### src/logic/ccu_pkg.sv
// shared constants and carriers for the two-channel capture/compare unit
package ccu_pkg;

    // register byte offsets
    localparam logic [7:0] OFS_CTRL    = 8'h20;
    localparam logic [7:0] OFS_CNT_HI  = 8'h21;
    localparam logic [7:0] OFS_CNT_LO  = 8'h22;
    localparam logic [7:0] OFS_MOD_HI  = 8'h23;
    localparam logic [7:0] OFS_MOD_LO  = 8'h24;
    localparam logic [7:0] OFS_CH0_CTL = 8'h25;
    localparam logic [7:0] OFS_CH0_HI  = 8'h26;
    localparam logic [7:0] OFS_CH0_LO  = 8'h27;
    localparam logic [7:0] OFS_CH1_CTL = 8'h28;
    localparam logic [7:0] OFS_CH1_HI  = 8'h29;
    localparam logic [7:0] OFS_CH1_LO  = 8'h2A;

    // counter_status_control field positions
    localparam int CTRL_OVF_FLAG  = 7;
    localparam int CTRL_OVF_IE    = 6;
    localparam int CTRL_HALT      = 5;
    localparam int CTRL_CNT_RESET = 4;
    localparam int CTRL_DIV_MSB   = 2;

    // reset values and codes
    localparam logic        HALT_RST    = 1'b1;
    localparam logic [2:0]  DIV_RST     = 3'h0;
    localparam logic [2:0]  DIV_EXT     = 3'h7;
    localparam logic [15:0] MOD_RST     = 16'hFFFF;
    localparam logic [15:0] CNT_RST     = 16'h0000;
    localparam logic [7:0]  CHCTL_RST   = 8'h00;

    // edge/level codes
    localparam logic [1:0]  ELS_NONE    = 2'h0;
    localparam logic [1:0]  ELS_TOGGLE  = 2'h1;
    localparam logic [1:0]  ELS_CLEAR   = 2'h2;
    localparam logic [1:0]  ELS_SET     = 2'h3;

    // register port request
    typedef struct packed {
        logic [7:0] addr;
        logic [7:0] wdata;
        logic       wr;
        logic       rd;
    } ccu_bus_t;

    // channel control byte, bit 7 down to bit 0
    typedef struct packed {
        logic       channel_event_flag;
        logic       channel_irq_enable;
        logic       buffered_mode_bit;
        logic       compare_mode_bit;
        logic       edge_level_select_hi;
        logic       edge_level_select_lo;
        logic       toggle_on_wrap;
        logic       full_duty_force;
    } ccu_chctl_t;

endpackage

### src/logic/ccu_top.sv
// two-channel capture/compare/pwm unit with modulo counter and register port
`timescale 1ns/1ns
module ccu_top (
    input  wire logic              i_core_clk,
    input  wire logic              i_arst_n,
    input  wire ccu_pkg::ccu_bus_t i_bus,
    output logic [7:0]             o_rdata,
    input  wire logic              i_break,
    input  wire logic              i_ext_clk,
    output logic                   o_ext_clk_in_force,
    input  wire logic [1:0]        i_ch_pin,
    output logic [1:0]             o_ch_pin,
    output logic [1:0]             o_ch_oe,
    output logic                   o_ovf_irq,
    output logic [1:0]             o_ch_irq
);
    import ccu_pkg::*;

    logic             overflow_flag;
    logic             overflow_irq_enable;
    logic             counter_halt;
    logic [2:0]       clock_divider_select;
    logic [5:0]       presc;
    logic [5:0]       div_mask;
    logic [15:0]      count;
    logic [15:0]      next_count;
    logic [15:0]      mod_limit;
    logic [7:0]       cnt_lo_buf;
    logic             cnt_latched;
    logic             mod_lock;
    logic             ovf_armed;
    logic             ext_sync1;
    logic             ext_sync2;
    logic             ext_prev;
    logic             ext_rise;
    logic             advance;
    logic             presc_tick;
    logic             cnt_tick;
    logic             wrap;
    logic             ovf_evt;
    logic             buffered;
    logic             act_sel;
    logic             last_wr;
    logic             wr_ctrl;
    logic             rd_ctrl;
    logic             cnt_reset;
    logic [7:0]       next_rdata;
    ccu_chctl_t       ch_ctl [2];
    logic [15:0]      ch_val [2];
    logic [1:0]       wr_ctl;
    logic [1:0]       wr_hi;
    logic [1:0]       wr_lo;
    logic [1:0]       rd_ctl;
    logic [1:0]       rd_hi;
    logic [1:0]       rd_lo;
    logic [1:0]       cap_lock;
    logic [1:0]       cmp_lock;
    logic [1:0]       flag_armed;
    logic [1:0]       pin_prev;
    logic [1:0]       max_eff;
    logic [1:0]       out_lvl;

    // register decode
    assign wr_ctrl   = i_bus.wr && (i_bus.addr == OFS_CTRL);
    assign rd_ctrl   = i_bus.rd && (i_bus.addr == OFS_CTRL);
    assign cnt_reset = wr_ctrl && i_bus.wdata[CTRL_CNT_RESET];
    assign wr_ctl    = {2{i_bus.wr}} & {i_bus.addr == OFS_CH1_CTL, i_bus.addr == OFS_CH0_CTL};
    assign wr_hi     = {2{i_bus.wr}} & {i_bus.addr == OFS_CH1_HI, i_bus.addr == OFS_CH0_HI};
    assign wr_lo     = {2{i_bus.wr}} & {i_bus.addr == OFS_CH1_LO, i_bus.addr == OFS_CH0_LO};
    assign rd_ctl    = {2{i_bus.rd}} & {i_bus.addr == OFS_CH1_CTL, i_bus.addr == OFS_CH0_CTL};
    assign rd_hi     = {2{i_bus.rd}} & {i_bus.addr == OFS_CH1_HI, i_bus.addr == OFS_CH0_HI};
    assign rd_lo     = {2{i_bus.rd}} & {i_bus.addr == OFS_CH1_LO, i_bus.addr == OFS_CH0_LO};
    assign buffered  = ch_ctl[0].buffered_mode_bit;

    // counter clocking: code 7 wraps the shift to seven and zeroes the mask, harmless since ext is used
    // break freezes both prescaler and counter
    assign advance    = !counter_halt && !i_break;
    assign div_mask   = 6'h3F >> (3'h6 - clock_divider_select);
    assign presc_tick = (presc & div_mask) == div_mask;
    // edge taken between second and third stage only
    assign ext_rise   = ext_sync2 && !ext_prev;
    assign cnt_tick   = advance && ((clock_divider_select == DIV_EXT) ? ext_rise : presc_tick);
    assign wrap       = cnt_tick && (count == mod_limit);
    assign next_count = wrap ? CNT_RST : count + 16'h0001;
    // flag held off while modulo is half written
    assign ovf_evt    = wrap && !mod_lock;

    // external clock synchroniser and edge history
    always_ff @(posedge i_core_clk or negedge i_arst_n) begin
        if (!i_arst_n) begin
            ext_sync1 <= 1'b0;
            ext_sync2 <= 1'b0;
            ext_prev  <= 1'b0;
        end else begin
            ext_sync1 <= i_ext_clk;
            ext_sync2 <= ext_sync1;
            ext_prev  <= ext_sync2;
        end
    end

    // prescaler
    always_ff @(posedge i_core_clk or negedge i_arst_n) begin
        if (!i_arst_n) begin
            presc <= 6'h00;
        end else if (cnt_reset) begin
            presc <= 6'h00;
        end else if (advance) begin
            presc <= presc + 6'h01;
        end
    end

    // main counter; reset strobe beats a tick so halt+reset parks at zero
    always_ff @(posedge i_core_clk or negedge i_arst_n) begin
        if (!i_arst_n) begin
            count <= CNT_RST;
        // reset strobe wins in the same write as halt
        end else if (cnt_reset) begin
            count <= CNT_RST;
        end else if (cnt_tick) begin
            count <= next_count;
        end
    end

    // control fields of counter_status_control
    always_ff @(posedge i_core_clk or negedge i_arst_n) begin
        if (!i_arst_n) begin
            overflow_irq_enable  <= 1'b0;
            counter_halt         <= HALT_RST;
            clock_divider_select <= DIV_RST;
        end else if (wr_ctrl) begin
            overflow_irq_enable  <= i_bus.wdata[CTRL_OVF_IE];
            counter_halt         <= i_bus.wdata[CTRL_HALT];
            clock_divider_select <= i_bus.wdata[CTRL_DIV_MSB:0];
        end
    end

    // overflow flag with read-then-write-zero clearing; set wins
    always_ff @(posedge i_core_clk or negedge i_arst_n) begin
        if (!i_arst_n) begin
            overflow_flag <= 1'b0;
            ovf_armed     <= 1'b0;
        end else begin
            // fresh overflow disarms the pending clear
            if (ovf_evt) begin
                overflow_flag <= 1'b1;
                ovf_armed     <= 1'b0;
            end else if (wr_ctrl) begin
                if (ovf_armed && !i_bus.wdata[CTRL_OVF_FLAG]) begin
                    overflow_flag <= 1'b0;
                end
                ovf_armed <= 1'b0;
            end else if (rd_ctrl && overflow_flag) begin
                ovf_armed <= 1'b1;
            end
        end
    end

    // modulo limit and its half-written guard
    always_ff @(posedge i_core_clk or negedge i_arst_n) begin
        if (!i_arst_n) begin
            mod_limit <= MOD_RST;
            mod_lock  <= 1'b0;
        // high write arms the guard, low write drops it
        end else if (i_bus.wr && i_bus.addr == OFS_MOD_HI) begin
            mod_limit[15:8] <= i_bus.wdata;
            mod_lock        <= 1'b1;
        end else if (i_bus.wr && i_bus.addr == OFS_MOD_LO) begin
            mod_limit[7:0] <= i_bus.wdata;
            mod_lock       <= 1'b0;
        end
    end

    // low count latch for coherent 16-bit reads
    always_ff @(posedge i_core_clk or negedge i_arst_n) begin
        if (!i_arst_n) begin
            cnt_lo_buf  <= 8'h00;
            cnt_latched <= 1'b0;
        end else if (cnt_reset) begin
            cnt_lo_buf  <= 8'h00;
            cnt_latched <= 1'b0;
        // repeat high reads keep the first snapshot
        end else if (i_bus.rd && i_bus.addr == OFS_CNT_HI && !cnt_latched) begin
            cnt_lo_buf  <= count[7:0];
            cnt_latched <= 1'b1;
        end else if (i_bus.rd && i_bus.addr == OFS_CNT_LO) begin
            cnt_latched <= 1'b0;
        end
    end

    // buffered pair: which value set drives channel 0's pin
    always_ff @(posedge i_core_clk or negedge i_arst_n) begin
        if (!i_arst_n) begin
            act_sel <= 1'b0;
            last_wr <= 1'b0;
        end else if (!buffered) begin
            act_sel <= 1'b0;
            last_wr <= 1'b0;
        end else begin
            // swap only at overflow so a period is never cut short
            if (wr_lo[1]) begin
                last_wr <= 1'b1;
            end else if (wr_lo[0]) begin
                last_wr <= 1'b0;
            end
            if (wrap) begin
                act_sel <= last_wr;
            end
        end
    end

    generate
        for (genvar i = 0; i < 2; i++) begin : g_ch
            logic       dis;
            logic       capture;
            logic       cmp_mode;
            logic [1:0] els;
            logic       cap_evt;
            logic       cmp_evt;
            logic       tov_on;
            logic       pulse_lvl;
            logic [15:0] cmp_val;
            logic        lock_now;

            // channel 1 is idle while the pair is buffered
            assign dis      = (i == 1) && buffered;
            assign els      = {ch_ctl[i].edge_level_select_hi, ch_ctl[i].edge_level_select_lo};
            assign cmp_mode = !dis && (ch_ctl[i].compare_mode_bit || ch_ctl[i].buffered_mode_bit);
            assign capture  = !dis && !cmp_mode && (els != ELS_NONE);
            assign cmp_val  = (i == 0 && buffered) ? ch_val[act_sel] : ch_val[i];
            assign lock_now = (i == 0 && buffered) ? cmp_lock[act_sel] : cmp_lock[i];
            // rising on low code bit, falling on high code bit
            assign cap_evt  = capture && ((els[0] && i_ch_pin[i] && !pin_prev[i])
                                       || (els[1] && !i_ch_pin[i] && pin_prev[i]));
            // match blocked while value half written
            assign cmp_evt  = cmp_mode && cnt_tick && (next_count == cmp_val) && !lock_now;
            // wrap toggle only in compare mode
            assign tov_on   = cmp_mode && ch_ctl[i].toggle_on_wrap && wrap;
            assign pulse_lvl = (els == ELS_CLEAR) ? 1'b1 : (els == ELS_SET) ? 1'b0 : !out_lvl[i];

            // control byte and event flag
            always_ff @(posedge i_core_clk or negedge i_arst_n) begin
                if (!i_arst_n) begin
                    ch_ctl[i]     <= CHCTL_RST;
                    flag_armed[i] <= 1'b0;
                end else begin
                    if (wr_ctl[i] && !dis) begin
                        ch_ctl[i].channel_irq_enable   <= i_bus.wdata[6];
                        // buffered bit exists only in channel 0
                        ch_ctl[i].buffered_mode_bit    <= (i == 0) ? i_bus.wdata[5] : 1'b0;
                        ch_ctl[i].compare_mode_bit     <= i_bus.wdata[4];
                        ch_ctl[i].edge_level_select_hi <= i_bus.wdata[3];
                        ch_ctl[i].edge_level_select_lo <= i_bus.wdata[2];
                        ch_ctl[i].toggle_on_wrap       <= i_bus.wdata[1];
                        ch_ctl[i].full_duty_force      <= i_bus.wdata[0];
                    end
                    if (cap_evt || cmp_evt) begin
                        ch_ctl[i].channel_event_flag <= 1'b1;
                        flag_armed[i]                <= 1'b0;
                    end else if (wr_ctl[i] && !dis) begin
                        if (flag_armed[i] && !i_bus.wdata[7]) begin
                            ch_ctl[i].channel_event_flag <= 1'b0;
                        end
                        flag_armed[i] <= 1'b0;
                    end else if (rd_ctl[i] && ch_ctl[i].channel_event_flag) begin
                        flag_armed[i] <= 1'b1;
                    end
                end
            end

            // value registers have no defined reset state
            always_ff @(posedge i_core_clk) begin
                if (wr_hi[i]) begin
                    ch_val[i][15:8] <= i_bus.wdata;
                end else if (wr_lo[i]) begin
                    ch_val[i][7:0] <= i_bus.wdata;
                // capture held off while high byte read pending
                end else if (cap_evt && !cap_lock[i]) begin
                    ch_val[i] <= count;
                end
            end

            // half-access guards on the value registers
            always_ff @(posedge i_core_clk or negedge i_arst_n) begin
                if (!i_arst_n) begin
                    cap_lock[i] <= 1'b0;
                    cmp_lock[i] <= 1'b0;
                end else begin
                    // guard set by high read in capture setting
                    if (rd_hi[i] && !ch_ctl[i].compare_mode_bit && !buffered) begin
                        cap_lock[i] <= 1'b1;
                    end else if (rd_lo[i]) begin
                        cap_lock[i] <= 1'b0;
                    end
                    // guard set by high write in any compare setting
                    if (wr_hi[i] && (ch_ctl[i].compare_mode_bit || buffered)) begin
                        cmp_lock[i] <= 1'b1;
                    end else if (wr_lo[i]) begin
                        cmp_lock[i] <= 1'b0;
                    end
                end
            end

            // pin level, drive enable and full-duty latch
            always_ff @(posedge i_core_clk or negedge i_arst_n) begin
                if (!i_arst_n) begin
                    out_lvl[i]  <= 1'b1;
                    max_eff[i]  <= 1'b0;
                    o_ch_oe[i]  <= 1'b0;
                    pin_prev[i] <= 1'b0;
                end else begin
                    pin_prev[i] <= i_ch_pin[i];
                    // pin released to port unless compare mode has an action code set
                    o_ch_oe[i]  <= !dis && cmp_mode && (els != ELS_NONE);
                    // full duty sampled at overflow, so it acts next period
                    if (wrap) begin
                        max_eff[i] <= ch_ctl[i].full_duty_force && ch_ctl[i].toggle_on_wrap;
                    end
                    // preset level, compare bit set gives low
                    if (els == ELS_NONE || dis) begin
                        out_lvl[i] <= !ch_ctl[i].compare_mode_bit;
                    end else if (tov_on) begin
                        out_lvl[i] <= ch_ctl[i].full_duty_force ? pulse_lvl : !out_lvl[i];
                    end else if (cmp_evt && !max_eff[i]) begin
                        unique case (els)
                            ELS_TOGGLE: out_lvl[i] <= !out_lvl[i];
                            ELS_CLEAR:  out_lvl[i] <= 1'b0;
                            ELS_SET:    out_lvl[i] <= 1'b1;
                            ELS_NONE:   out_lvl[i] <= out_lvl[i];
                        endcase
                    end
                end
            end

            // channel request follows flag and enable
            always_ff @(posedge i_core_clk or negedge i_arst_n) begin
                if (!i_arst_n) begin
                    o_ch_irq[i] <= 1'b0;
                end else begin
                    o_ch_irq[i] <= ch_ctl[i].channel_event_flag && ch_ctl[i].channel_irq_enable;
                end
            end

            assign o_ch_pin[i] = out_lvl[i];
        end
    endgenerate

    // read mux; counter reset bit always reads zero
    always_comb begin
        next_rdata = 8'h00;
        unique case (i_bus.addr)
            OFS_CTRL:    next_rdata = {overflow_flag, overflow_irq_enable, counter_halt,
                                       2'h0, clock_divider_select};
            OFS_CNT_HI:  next_rdata = count[15:8];
            OFS_CNT_LO:  next_rdata = cnt_latched ? cnt_lo_buf : count[7:0];
            OFS_MOD_HI:  next_rdata = mod_limit[15:8];
            OFS_MOD_LO:  next_rdata = mod_limit[7:0];
            OFS_CH0_CTL: next_rdata = ch_ctl[0];
            OFS_CH0_HI:  next_rdata = ch_val[0][15:8];
            OFS_CH0_LO:  next_rdata = ch_val[0][7:0];
            OFS_CH1_CTL: next_rdata = ch_ctl[1];
            OFS_CH1_HI:  next_rdata = ch_val[1][15:8];
            OFS_CH1_LO:  next_rdata = ch_val[1][7:0];
            default:     next_rdata = 8'h00;
        endcase
    end

    // registered outputs
    always_ff @(posedge i_core_clk or negedge i_arst_n) begin
        if (!i_arst_n) begin
            o_rdata            <= 8'h00;
            o_ovf_irq          <= 1'b0;
            o_ext_clk_in_force <= 1'b0;
        end else begin
            o_rdata            <= i_bus.rd ? next_rdata : 8'h00;
            o_ovf_irq          <= overflow_flag && overflow_irq_enable;
            // tells the port logic to hold the clock pin as input
            o_ext_clk_in_force <= clock_divider_select == DIV_EXT;
        end
    end

endmodule

### config.mk
export PLATFORM = sky130hd
export DESIGN_NAME = ccu_top
export DESIGN_NICKNAME = d
export VERILOG_FILES = /design/src/logic/ccu_pkg.sv /design/src/logic/ccu_top.sv
export SDC_FILE = /design/constraint.sdc
export NUM_CORES = 1
export LEC_CHECK = 0
export BUFFER_PORTS_ARGS = -buffer_cell sky130_fd_sc_hd__clkbuf_2
export CAP_MARGIN = 20
export CELL_PAD_IN_SITES_DETAIL_PLACEMENT = 1
export CELL_PAD_IN_SITES_GLOBAL_PLACEMENT = 2
export CORE_MARGIN = 10
export CORE_UTILIZATION = 44
export DETAILED_ROUTE_END_ITERATION = 10
export GPL_ROUTABILITY_DRIVEN = 1
export PLACE_DENSITY = 0.86
export SETUP_SLACK_MARGIN = 0.05
export SYNTH_ARGS = -nofsm -noshare
export SYNTH_HDL_FRONTEND = slang
export SYNTH_SLANG_ARGS = --single-unit
### constraint.sdc
create_clock -name i_core_clk -period 4.45 [get_ports i_core_clk]
set_input_delay 0.2225 -clock i_core_clk [delete_from_list [all_inputs] [get_ports i_core_clk]]
set_output_delay 0.2225 -clock i_core_clk [all_outputs]
set_load 0.05 [all_outputs]
==> results of run 1 <==
==> layer usage <==
layer	vias up	wire length (um)	global-route usage
met5	-	0	0
met4	0	1120	0.114
met3	72	2610	0.0563
met2	345	13700	0.383
met1	3486	11800	0.312
li1	2930	-	-
==> cells in the final DEF, fill, tap and decap left out, drive strengths merged, types with 5 or more instances in the layout <==
cell type  instances
o21ai             52
and2               9
nand2b             9
nor2b              6
inv               26
xnor2             33
clkbuf            56
nand3b             7
buf               18
nand2             83
xor2               7
a22oi              9
nor2              63
dfrtp             82
nor3              17
a2111oi            5
dfstp             19
o22ai              6
or4                5
mux2i             26
and3               8
nand4              8
ha                 6
edfxtp            32
nor4               5
nand3             22
mux2              75
or3                6
a222oi            16
a21oi             36
==> report_power, final <==
group          switching (W)  internal [W]  leakage [nW]  total (W)
Combinational       0.000421      0.000244          1.77   0.000665
Sequential          0.000132       0.00134          1.59    0.00147
Clock               0.000604      0.000741         0.276    0.00135
Total                0.00116       0.00233          3.63    0.00348
==> cell usage after synthesis (5+ instances only) <==
cell type	instances	area, um^2
nor2b_1	6	37.5
xnor2_1	33	289
clkbuf_1	15	56.3
and3_1	8	50.1
o21ai_0	48	240
xor2_1	7	61.3
nand3_1	17	85.1
mux2i_1	26	260
nand3_2	5	50.1
buf_2	18	90.1
nor3_1	14	70.1
a222oi_1	16	160
a22oi_1	9	67.6
nand3b_1	7	52.6
dfrtp_1	82	2050
o22ai_1	6	37.5
dfstp_2	19	499
edfxtp_1	32	961
nand2b_1	9	56.3
a21oi_1	36	180
nand4_1	8	50.1
buf_4	9	67.6
nand2_1	83	312
mux2_2	74	833
or3_1	5	31.3
inv_1	16	60.1
and2_1	9	56.3
ha_1	6	75.1
nor2_1	61	229
==> kinds of logic (layout without fill, tap and decap cells) <==
kind of cell,count (synthesis),count (layout),share of synthesized area
xor gates and xnor gates,40,40,0.0443
AOI/OAI and AO/OA,168,168,0.144
buffers and inverters,60,109,0.0356
and+or+nand+nor,262,262,0.174
muxes,104,104,0.148
adders and majority gates,6,6,0.00950
DFF,133,133,0.444
==> stage by stage <==
| stage | power (W) | hold slack, ns | cells | utilization | instance area [um^2] |
|---|---|---|---|---|---|
| CTS | 0.00348 | 0.137 | 1047 | 0.508 | 8880 |
| global route | 0.00362 | 0.180 | 1047 | 0.508 | 8880 |
| finish | 0.00348 | 0.162 | 1047 | 0.508 | 8880 |
| global placement | 0.00211 | 0.332 | 1010 | 0.474 | 8280 |
| floorplan | 0.00190 | -0.0731 | 773 | - | 7900 |
| detailed placement | 0.00214 | 0.337 | 1011 | 0.474 | 8290 |
==> worst max path at each step <==
stage / end / slack (ns) / cells after the start
floorplan: o_ch_pin[1]$_DFFE_PN1P_ / 1.60 / 12
global route: o_ch_pin[1]$_DFFE_PN1P_ / 0.59 / 10
CTS: o_ch_pin[1]$_DFFE_PN1P_ / 0.88 / 10
finish: o_ch_pin[1]$_DFFE_PN1P_ / 0.71 / 10
global placement: ch_val[0][11]$_DFFE_PP_ / 0.86 / 6
detailed placement: o_ch_pin[1]$_DFFE_PN1P_ / 0.93 / 10
==> flip-flops by register name, summed over array words and instances, names as in the netlist, 2 cells and up <==
| register | count |
|---|---|
| ch_val | 32 |
| count | 16 |
| mod_limit | 16 |
| ch_ctl | 14 |
| cnt_lo_buf | 8 |
| o_rdata | 8 |
| presc | 6 |
| clock_divider_select | 3 |
| cap_lock | 2 |
| flag_armed | 2 |
| max_eff | 2 |
| o_ch_irq | 2 |
| o_ch_oe | 2 |
| o_ch_pin | 2 |
| pin_prev | 2 |
==> cell type report <==
cell class,count,share of cell area
flip-flops and latches,133,0.395
well taps,225,0.0317
clock buffers,18,0.0495
clock inverters,14,0.0127
repair buffers,60,0.0409
inverters,17,0.00719
multi-input cells,580,0.463
==> worst max-delay path, stage by stage (launching register included) <==
cell and delay [ns]:
dfrtp_1 0.56, ha_1 0.41, xor2_1 0.49, nor2_1 0.09, a2111oi_0 0.57, o21ai_0 0.22, a2111oi_2 0.31, o2111a_1 0.23
o2111ai_1 0.24, o21ai_1 0.21, mux2_1 0.33
==> timing repair <==
action / CTS / global route
hold buffers: 4 / 0
endpoints found under the hold margin: 53 / 0
setup endpoints to repair: 0 / 0
==> out/metrics.cfg, run 1 <==
[timing]
worst_slew_pin_slew_ns = 0.884
tns_ns = 0
min_period_ns = 3.74
hold_violations = 0
skew_ns = 0.0150
maxSlewHeadroom = 0.409
clock.fmax_mhz = 267
drv_slew = 0
period_share = 0.841
finalWorstSetupSlack_ns = 0.710
setup_viol_count_final = 0
rsz0062_at_grt = false

[route]
ant_nets = 0
drt-total-wl_um = 29300
vias = 6833
wire_per_inst_um = 27.9
drtIter0Drc = 781
viasPerCell = 6.53
drc_errors = 0
drtPass1Iterations = 7

[logic_synthesis]
synth_nets = 803
syn_area_um2 = 7900
synth_edf_count = 32
synthArstFlopShare = 0.759
ys.flop_type = dfrtp_1
ys_seq_area_frac = 0.444
synth_cell_types = 72
syn_area_per_cell_um2 = 10.2
ys_warn_count = 0
synth_seq_cells = 133
synth_cells = 773

[grt]
grt_pass1_wl_um = 44500
grtUsageTotal = 0.244
grt_max_degree = 69
grt_pass1_vias = 7046
grt_overflow = 0
antenna_found_initial = 0

[cts]
cts_tree = built
cts_buffers = 17
cts_buffer_depth = 2
clock_sinks = 133
insertion_delay_ns = 0.44
cts-root-buf = clkbuf_16
path_clk_slew_ns = 0.06
cts_resized = 0
post_cts_buffers = 0
htree_num_levels = 4

[worst_setup_path]
cp_max_fo = 8
critPathKind = flip-flop to flip-flop
cp-startpoint = count[0]$_DFFE_PN0P_
rr_startpoint = count[0]$_DFFE_PN0P_
reg2reg_to = o_ch_pin[1]$_DFFE_PN1P_
reg2reg_depth = 10
critPathRequiredTime_ns = 4.81
start_kind = flip-flop
critPathCaptureType = flip-flop
rrSetupSlack_ns = 0.71
arrival_ns = 4.10

[floorplan]
die_area_um2 = 23700
die_w_um = 154
io_pins = 40
fp-row-count = 48
die-height_um = 154
core_um2 = 17500
start_util = 0.452

[placement]
place.port_buffers = 39
dp_slack_ns = 0.930
gp_congestion = 0.959
dp_hpwl_um = 21400

[min_path]
hold_depth = 4
hp-start = i_break
hp-class = input port to flip-flop
min_to = presc[3]$_DFFE_PN0P_

[final_layout]
drive_gt1_frac = 0.255
synthToLayoutAreaGrowth_pct = 12.4
multi_input_area_um2 = 4110
n_antenna_cell = 0
layout.nets = 839
register_area_um2 = 3510
nFillCells = 1915

[outcome]
status = finished clean

[pwr]
cellPowerDensity_nw_per_um2 = 392
ir_drop_uv = 261
leakagePower_nw = 3.63

[job]
max_cap_viol_count = 0

Power figures use the tool's default switching activity.
==> run 2, diff against run 1 <==
CORE_UTILIZATION = 41   (was 44)
PLACE_DENSITY = 0.81   (was 0.86)
clock period = 3.7 ns   (was 4.45 ns; I/O delays follow)
==> out/metrics.cfg, run 2 (synthesis gave the netlist of run 1 again) <==
[timing]
tns_ns = 0  ; unchanged
min_period_ns = 3.45  ; -0.294 ns
rsz0062_at_grt = true
skew_ns = 0.0188  ; +0.00377 ns
hold_violations = 0  ; unchanged
clock.fmax_mhz = 290  ; +8.5%
worst_slew_pin_slew_ns = 0.981  ; +0.0965 ns
maxSlewHeadroom = 0.344  ; -0.0654
drv_slew = 0  ; unchanged
setup_viol_count_final = 0  ; unchanged
period_share = 0.931  ; +0.0908

[route]
drtIter0Drc = 719  ; -7.9%
drc_errors = 0  ; unchanged
wire_per_inst_um = 27.0  ; -3.5%
vias = 6757  ; -1.1%
viasPerCell = 6.16  ; -5.6%
ant_nets = 0  ; unchanged
drt-total-wl_um = 29600  ; +1.1%
drtPass1Iterations = 6  ; -1

[worst_setup_path]
critPathCaptureType = flip-flop
reg2reg_to = o_ch_pin[0]$_DFFE_PN1P_
critPathKind = flip-flop to flip-flop
cp-startpoint = clock_divider_select[0]$_DFFE_PN0P_
rrSetupSlack_ns = 0.25  ; -0.46 ns
critPathRequiredTime_ns = 4.06  ; -0.75 ns
rr_startpoint = clock_divider_select[0]$_DFFE_PN0P_
start_kind = flip-flop
cp_max_fo = 14  ; +6
arrival_ns = 3.81  ; -0.29 ns
reg2reg_depth = 11  ; +1

[final_layout]
drive_gt1_frac = 0.270  ; +0.0145
mostFrequentLayoutCell = nand2_1
nFillCells = 2092  ; +9.2%
regMostFlops = ch_val
final_util = 0.481  ; -0.0274
final_cell_mix = nand2_1, dfrtp_1, mux2_2
reg.largest.list = ch_val x32, count x16, mod_limit x16
layout.nets = 854  ; +1.8%
largest_reg_flops = 32  ; unchanged
synthToLayoutAreaGrowth_pct = 14.6
final_area_um2 = 9050  ; +1.9%
n_antenna_cell = 0  ; unchanged
instances_no_fill = 1097  ; +4.8%

[floorplan]
die_w_um = 159  ; +3.1%
io_pins = 40  ; unchanged
start_util = 0.420  ; -0.0325
die_area_um2 = 25200  ; +6.4%
fp-row-count = 50  ; +4.2%
die-height_um = 159  ; +3.1%
core_um2 = 18800  ; +7.7%

[placement]
dp_hpwl_um = 22000  ; +3.0%
place.port_buffers = 39  ; unchanged
place_inst = 1061  ; +4.9%
placed_area_um2 = 8450  ; +1.9%
gp_congestion = 0.962  ; +0.33%

[grt]
grt_overflow = 0  ; unchanged
antenna_found_initial = 0  ; unchanged
grt_pass1_vias = 7049  ; +0.043%
grtUsageTotal = 0.230  ; -0.0139
grt_pass1_wl_um = 44800  ; +0.65%
grt_max_degree = 74  ; +7.2%

[cts]
cts_tree = built
cts_buffers = 17  ; unchanged
path_clk_slew_ns = 0.07  ; about the same
cts_buffer_depth = 2  ; unchanged
insertion_delay_ns = 0.44  ; about the same
cts-root-buf = clkbuf_16
clock_sinks = 133  ; unchanged
htree_num_levels = 4  ; unchanged

[min_path]
min_to = presc[1]$_DFFE_PN0P_
hp-class = input port to flip-flop
hp-start = i_break
hold_depth = 4  ; unchanged

[job]
max_cap_viol_count = 0  ; unchanged

[pwr]
leakagePower_nw = 3.71  ; +2.1%
cellPowerDensity_nw_per_um2 = 474  ; +21%
p_total_w = 0.00429  ; +23%
ir_drop_uv = 350  ; +34%

[outcome]
status = finished clean

==> run 2: worst max-delay path, cell delays in order, from the launching register on <==
cell and delay [ns]:
dfrtp_1 0.43, ha_1 0.23, ha_1 0.30, o31ai_1 0.37, o21a_1 0.42, buf_4 0.28
nand3_1 0.08, and3b_1 0.18, mux2i_1 0.45, and3b_1 0.25, a211oi_1 0.08, mux2_2 0.30
==> run 2: worst max-delay path by stage <==
stage,endpoint,cells after the start,slack [ns]
2_1_floorplan,o_ch_pin[1]$_DFFE_PN1P_,12,0.85
3_3_place_gp,o_ch_pin[0]$_DFFE_PN1P_,11,0.45
3_5_place_dp,o_ch_pin[0]$_DFFE_PN1P_,11,0.36
4_1_cts,o_ch_pin[0]$_DFFE_PN1P_,11,0.27
5_1_grt,o_ch_pin[0]$_DFFE_PN1P_,10,0.03
6_report,o_ch_pin[0]$_DFFE_PN1P_,11,0.25
==> run 2: what timing repair did <==
item,CTS,global route
gates resized for setup,0,1
endpoints found under the setup margin,0,1
endpoints found under the hold margin,64,0
hold buffers,4,0
setup buffers,0,0
==> run 2: report_power, final <==
part	internal, W	switching, W
Combinational	0.000326	0.000559
Clock	0.000887	0.000772
Sequential	0.00161	0.000134
Total	0.00282	0.00147
==> run 2: per-layer routing <==
layer	GRT usage	wire length, um	up-vias	share of wire
met5	0	0	-	0
met4	0.110	1160	0	0.039
met3	0.0485	2130	72	0.072
met2	0.359	13700	324	0.46
met1	0.298	12600	3389	0.42
li1	-	-	2972	-
==> run 2: stage by stage <==
stage | hold slack (ns) | worst slack (ns)
2_1_floorplan | -0.111 | 0.852
3_3_place_gp | 0.295 | 0.445
3_5_place_dp | 0.302 | 0.360
4_1_cts | 0.130 | 0.268
5_1_grt | 0.164 | 0.0275
6_report | 0.135 | 0.254
==> run 2: area by class of cell <==
cell class,instances,area [um^2],share of cell area
multi-input cells,580,4120,0.455
flip-flops and latches,133,3510,0.388
repair buffers,75,478,0.0528
clock buffers,17,425,0.0470
well taps,260,325,0.0359
clock inverters,15,133,0.0146
inverters,17,63.8,0.00705
==> run 3, diff against run 2 <==
clock period = 3.5 ns   (was 3.7 ns; I/O delays follow)
==> out/metrics.cfg, run 3 (synthesis gave the netlist of run 1 again) <==
[outcome]
status = finished clean

[cts]
cts-root-buf = clkbuf_16
post_cts_buffers = 0  ; unchanged
insertion_delay_ns = 0.44  ; about the same
clock_sinks = 133  ; unchanged
htree_num_levels = 4  ; unchanged
path_clk_slew_ns = 0.07  ; about the same
cts_tree = built
cts_buffer_depth = 2  ; unchanged
cts_buffers = 17  ; unchanged

[final_layout]
regMostFlops = ch_val
final_util = 0.488  ; +0.00698
largest_reg_flops = 32  ; unchanged
mostFrequentLayoutCell = nand2_1
nFillCells = 2084  ; -0.38%
final_cell_mix = nand2_1, dfrtp_1, mux2_2
synthToLayoutAreaGrowth_pct = 16.2
drive_gt1_frac = 0.284  ; +0.0135
layout.nets = 867  ; +1.5%
reg.largest.list = ch_val x32, count x16, mod_limit x16

[worst_setup_path]
worst-path-buf-inv = 1  ; unchanged
start_kind = flip-flop
critPathCaptureType = flip-flop
slowest_stage = dfrtp_1
crit_path_cell_trace = ha_1 -> ha_1 -> o31ai_1 -> o21a_1 -> nand2_1 -> buf_4 -> and3_1 -> a211o_1 -> o2111ai_1 -> nor2b_1 -> and3_1
cpPeakStageDelay_ns = 0.44  ; about the same
critPathKind = flip-flop to flip-flop
cp_max_fo = 15  ; +1
arrival_ns = 3.61  ; -0.20 ns
cp_top_family = compound AO/OA/AOI/OAI gates
critPathRequiredTime_ns = 3.87  ; -0.19 ns

[floorplan]
fp-row-count = 50  ; unchanged
core_um2 = 18800  ; unchanged
die-height_um = 159  ; unchanged
die_w_um = 159  ; unchanged
start_util = 0.420  ; unchanged
die_area_um2 = 25200  ; unchanged
io_pins = 40  ; unchanged

[grt]
grt_overflow = 0  ; unchanged
grt_pass1_wl_um = 45900  ; +2.5%
antenna_found_initial = 1  ; +1
grtUsageTotal = 0.236  ; +0.00547
grt_max_degree = 44  ; -41%
grt_pass1_vias = 7189  ; +2.0%

[timing]
finalWorstSetupSlack_ns = 0.266  ; +0.0118 ns
clock.fmax_mhz = 309  ; +6.5%
worst_slew_pin_slew_ns = 0.817  ; -0.164 ns
tns_ns = 0  ; unchanged
min_period_ns = 3.23  ; -0.212 ns
setup_viol_count_final = 0  ; unchanged
maxSlewHeadroom = 0.452  ; +0.108
period_share = 0.924  ; -0.00728
timing.hold.ws_ns = 0.104  ; -0.0316 ns
skew_ns = 0.0128  ; -0.00594 ns
hold_violations = 0  ; unchanged
drv_slew = 0  ; unchanged
rsz0062_at_grt = false

[route]
drtIter0Drc = 722  ; +0.42%
ant_nets = 0  ; unchanged
wire_per_inst_um = 27.4  ; +1.5%
drt-total-wl_um = 30400  ; +2.8%
viasPerCell = 6.24  ; +1.3%
drtPass1Iterations = 6  ; unchanged
vias = 6930  ; +2.6%
drc_errors = 0  ; unchanged

[pwr]
pwr-share-comb = 0.203  ; -0.003
seqPwrFrac = 0.407  ; about the same
ir_drop_uv = 361  ; +3.2%
clock_power_share = 0.390  ; +0.003
p_int_w = 0.00301  ; +6.7%
p_total_w = 0.00456  ; +6.3%
cellPowerDensity_nw_per_um2 = 497  ; +4.8%
sw_frac_of_total = 0.339  ; -0.00265
leakagePower_nw = 3.78  ; +1.7%
p_sw_w = 0.00155  ; +5.5%

[placement]
dp_hpwl_um = 22600  ; +2.7%
place.port_buffers = 39  ; unchanged
dp_slack_ns = 0.171  ; -0.189 ns
gp_congestion = 0.969  ; +0.70%

[min_path]
hp-class = input port to flip-flop

[job]
max_cap_viol_count = 0  ; unchanged

[run 3: metal layers]
layer,wire (um),up-vias,track usage
met5,0,-,0
met4,1140,0,0.110
met3,2360,73,0.0604
met2,14600,323,0.378
met1,12300,3551,0.292
li1,-,2983,-
[run 3: final cells by class]
| class | count | area (um^2) | share of cell area |
|---|---|---|---|
| timing repair buffer | 88 | 576 | 0.0627 |
| inverter | 17 | 63.8 | 0.00695 |
| clock inverter | 15 | 159 | 0.0173 |
| tap | 260 | 325 | 0.0354 |
| sequential | 133 | 3510 | 0.383 |
| clock buffer | 17 | 425 | 0.0463 |
| antenna | 1 | 2.50 | 0.000272 |
| multi-input combinational | 580 | 4120 | 0.449 |
[run 3: power by group through the flow]
stage               sequential (W)  clock, W  combinational [W]
finish                     0.00186   0.00178           0.000927
global route               0.00187   0.00188           0.000999
global placement           0.00187         0           0.000874
detailed placement         0.00188         0           0.000897
CTS                        0.00185   0.00180           0.000907
floorplan                  0.00182         0           0.000590
[run 3: worst register-to-register path, cell delays in order, from the launching register on]
cell,delay (ns)
dfrtp_1,0.44
ha_1,0.22
ha_1,0.27
o31ai_1,0.30
o21a_1,0.44
nand2_1,0.11
buf_4,0.23
and3_1,0.20
a211o_1,0.29
o2111ai_1,0.16
nor2b_1,0.32
and3_1,0.20
[run 3: what timing repair did]
action / in CTS / in global routing
hold endpoints to repair: 28 / 0
hold buffers: 4 / 0
endpoints found under the setup margin: 0 / 2
resized for setup: 0 / 4
[run 3: final timing paths]
path	cells after the start	slack (ns)	start	endpoint
worst max-delay path	11	0.27	clock_divider_select[0]$_DFFE_PN0P_	flag_armed[1]$_DFFE_PN0P_
worst min-delay path	3	0.10	i_break	presc[1]$_DFFE_PN0P_
worst max register to register	11	0.27	clock_divider_select[0]$_DFFE_PN0P_	flag_armed[1]$_DFFE_PN0P_
worst min register to register	0	0.37	ext_sync1$_DFF_PN0_	ext_sync2$_DFF_PN0_
max in group asynchronous	3	2.37	i_arst_n	o_ch_pin[1]$_DFFE_PN1P_
min in group asynchronous	2	0.27	i_arst_n	o_ch_irq[0]$_DFF_PN0_
[run 3: through the flow]
stage	cells	cell area (um^2)
after floorplan	773	7900
after global placement	1074	8550
after detailed placement	1074	8550
after CTS	1110	9170
after global routing	1110	9180
final	1111	9190
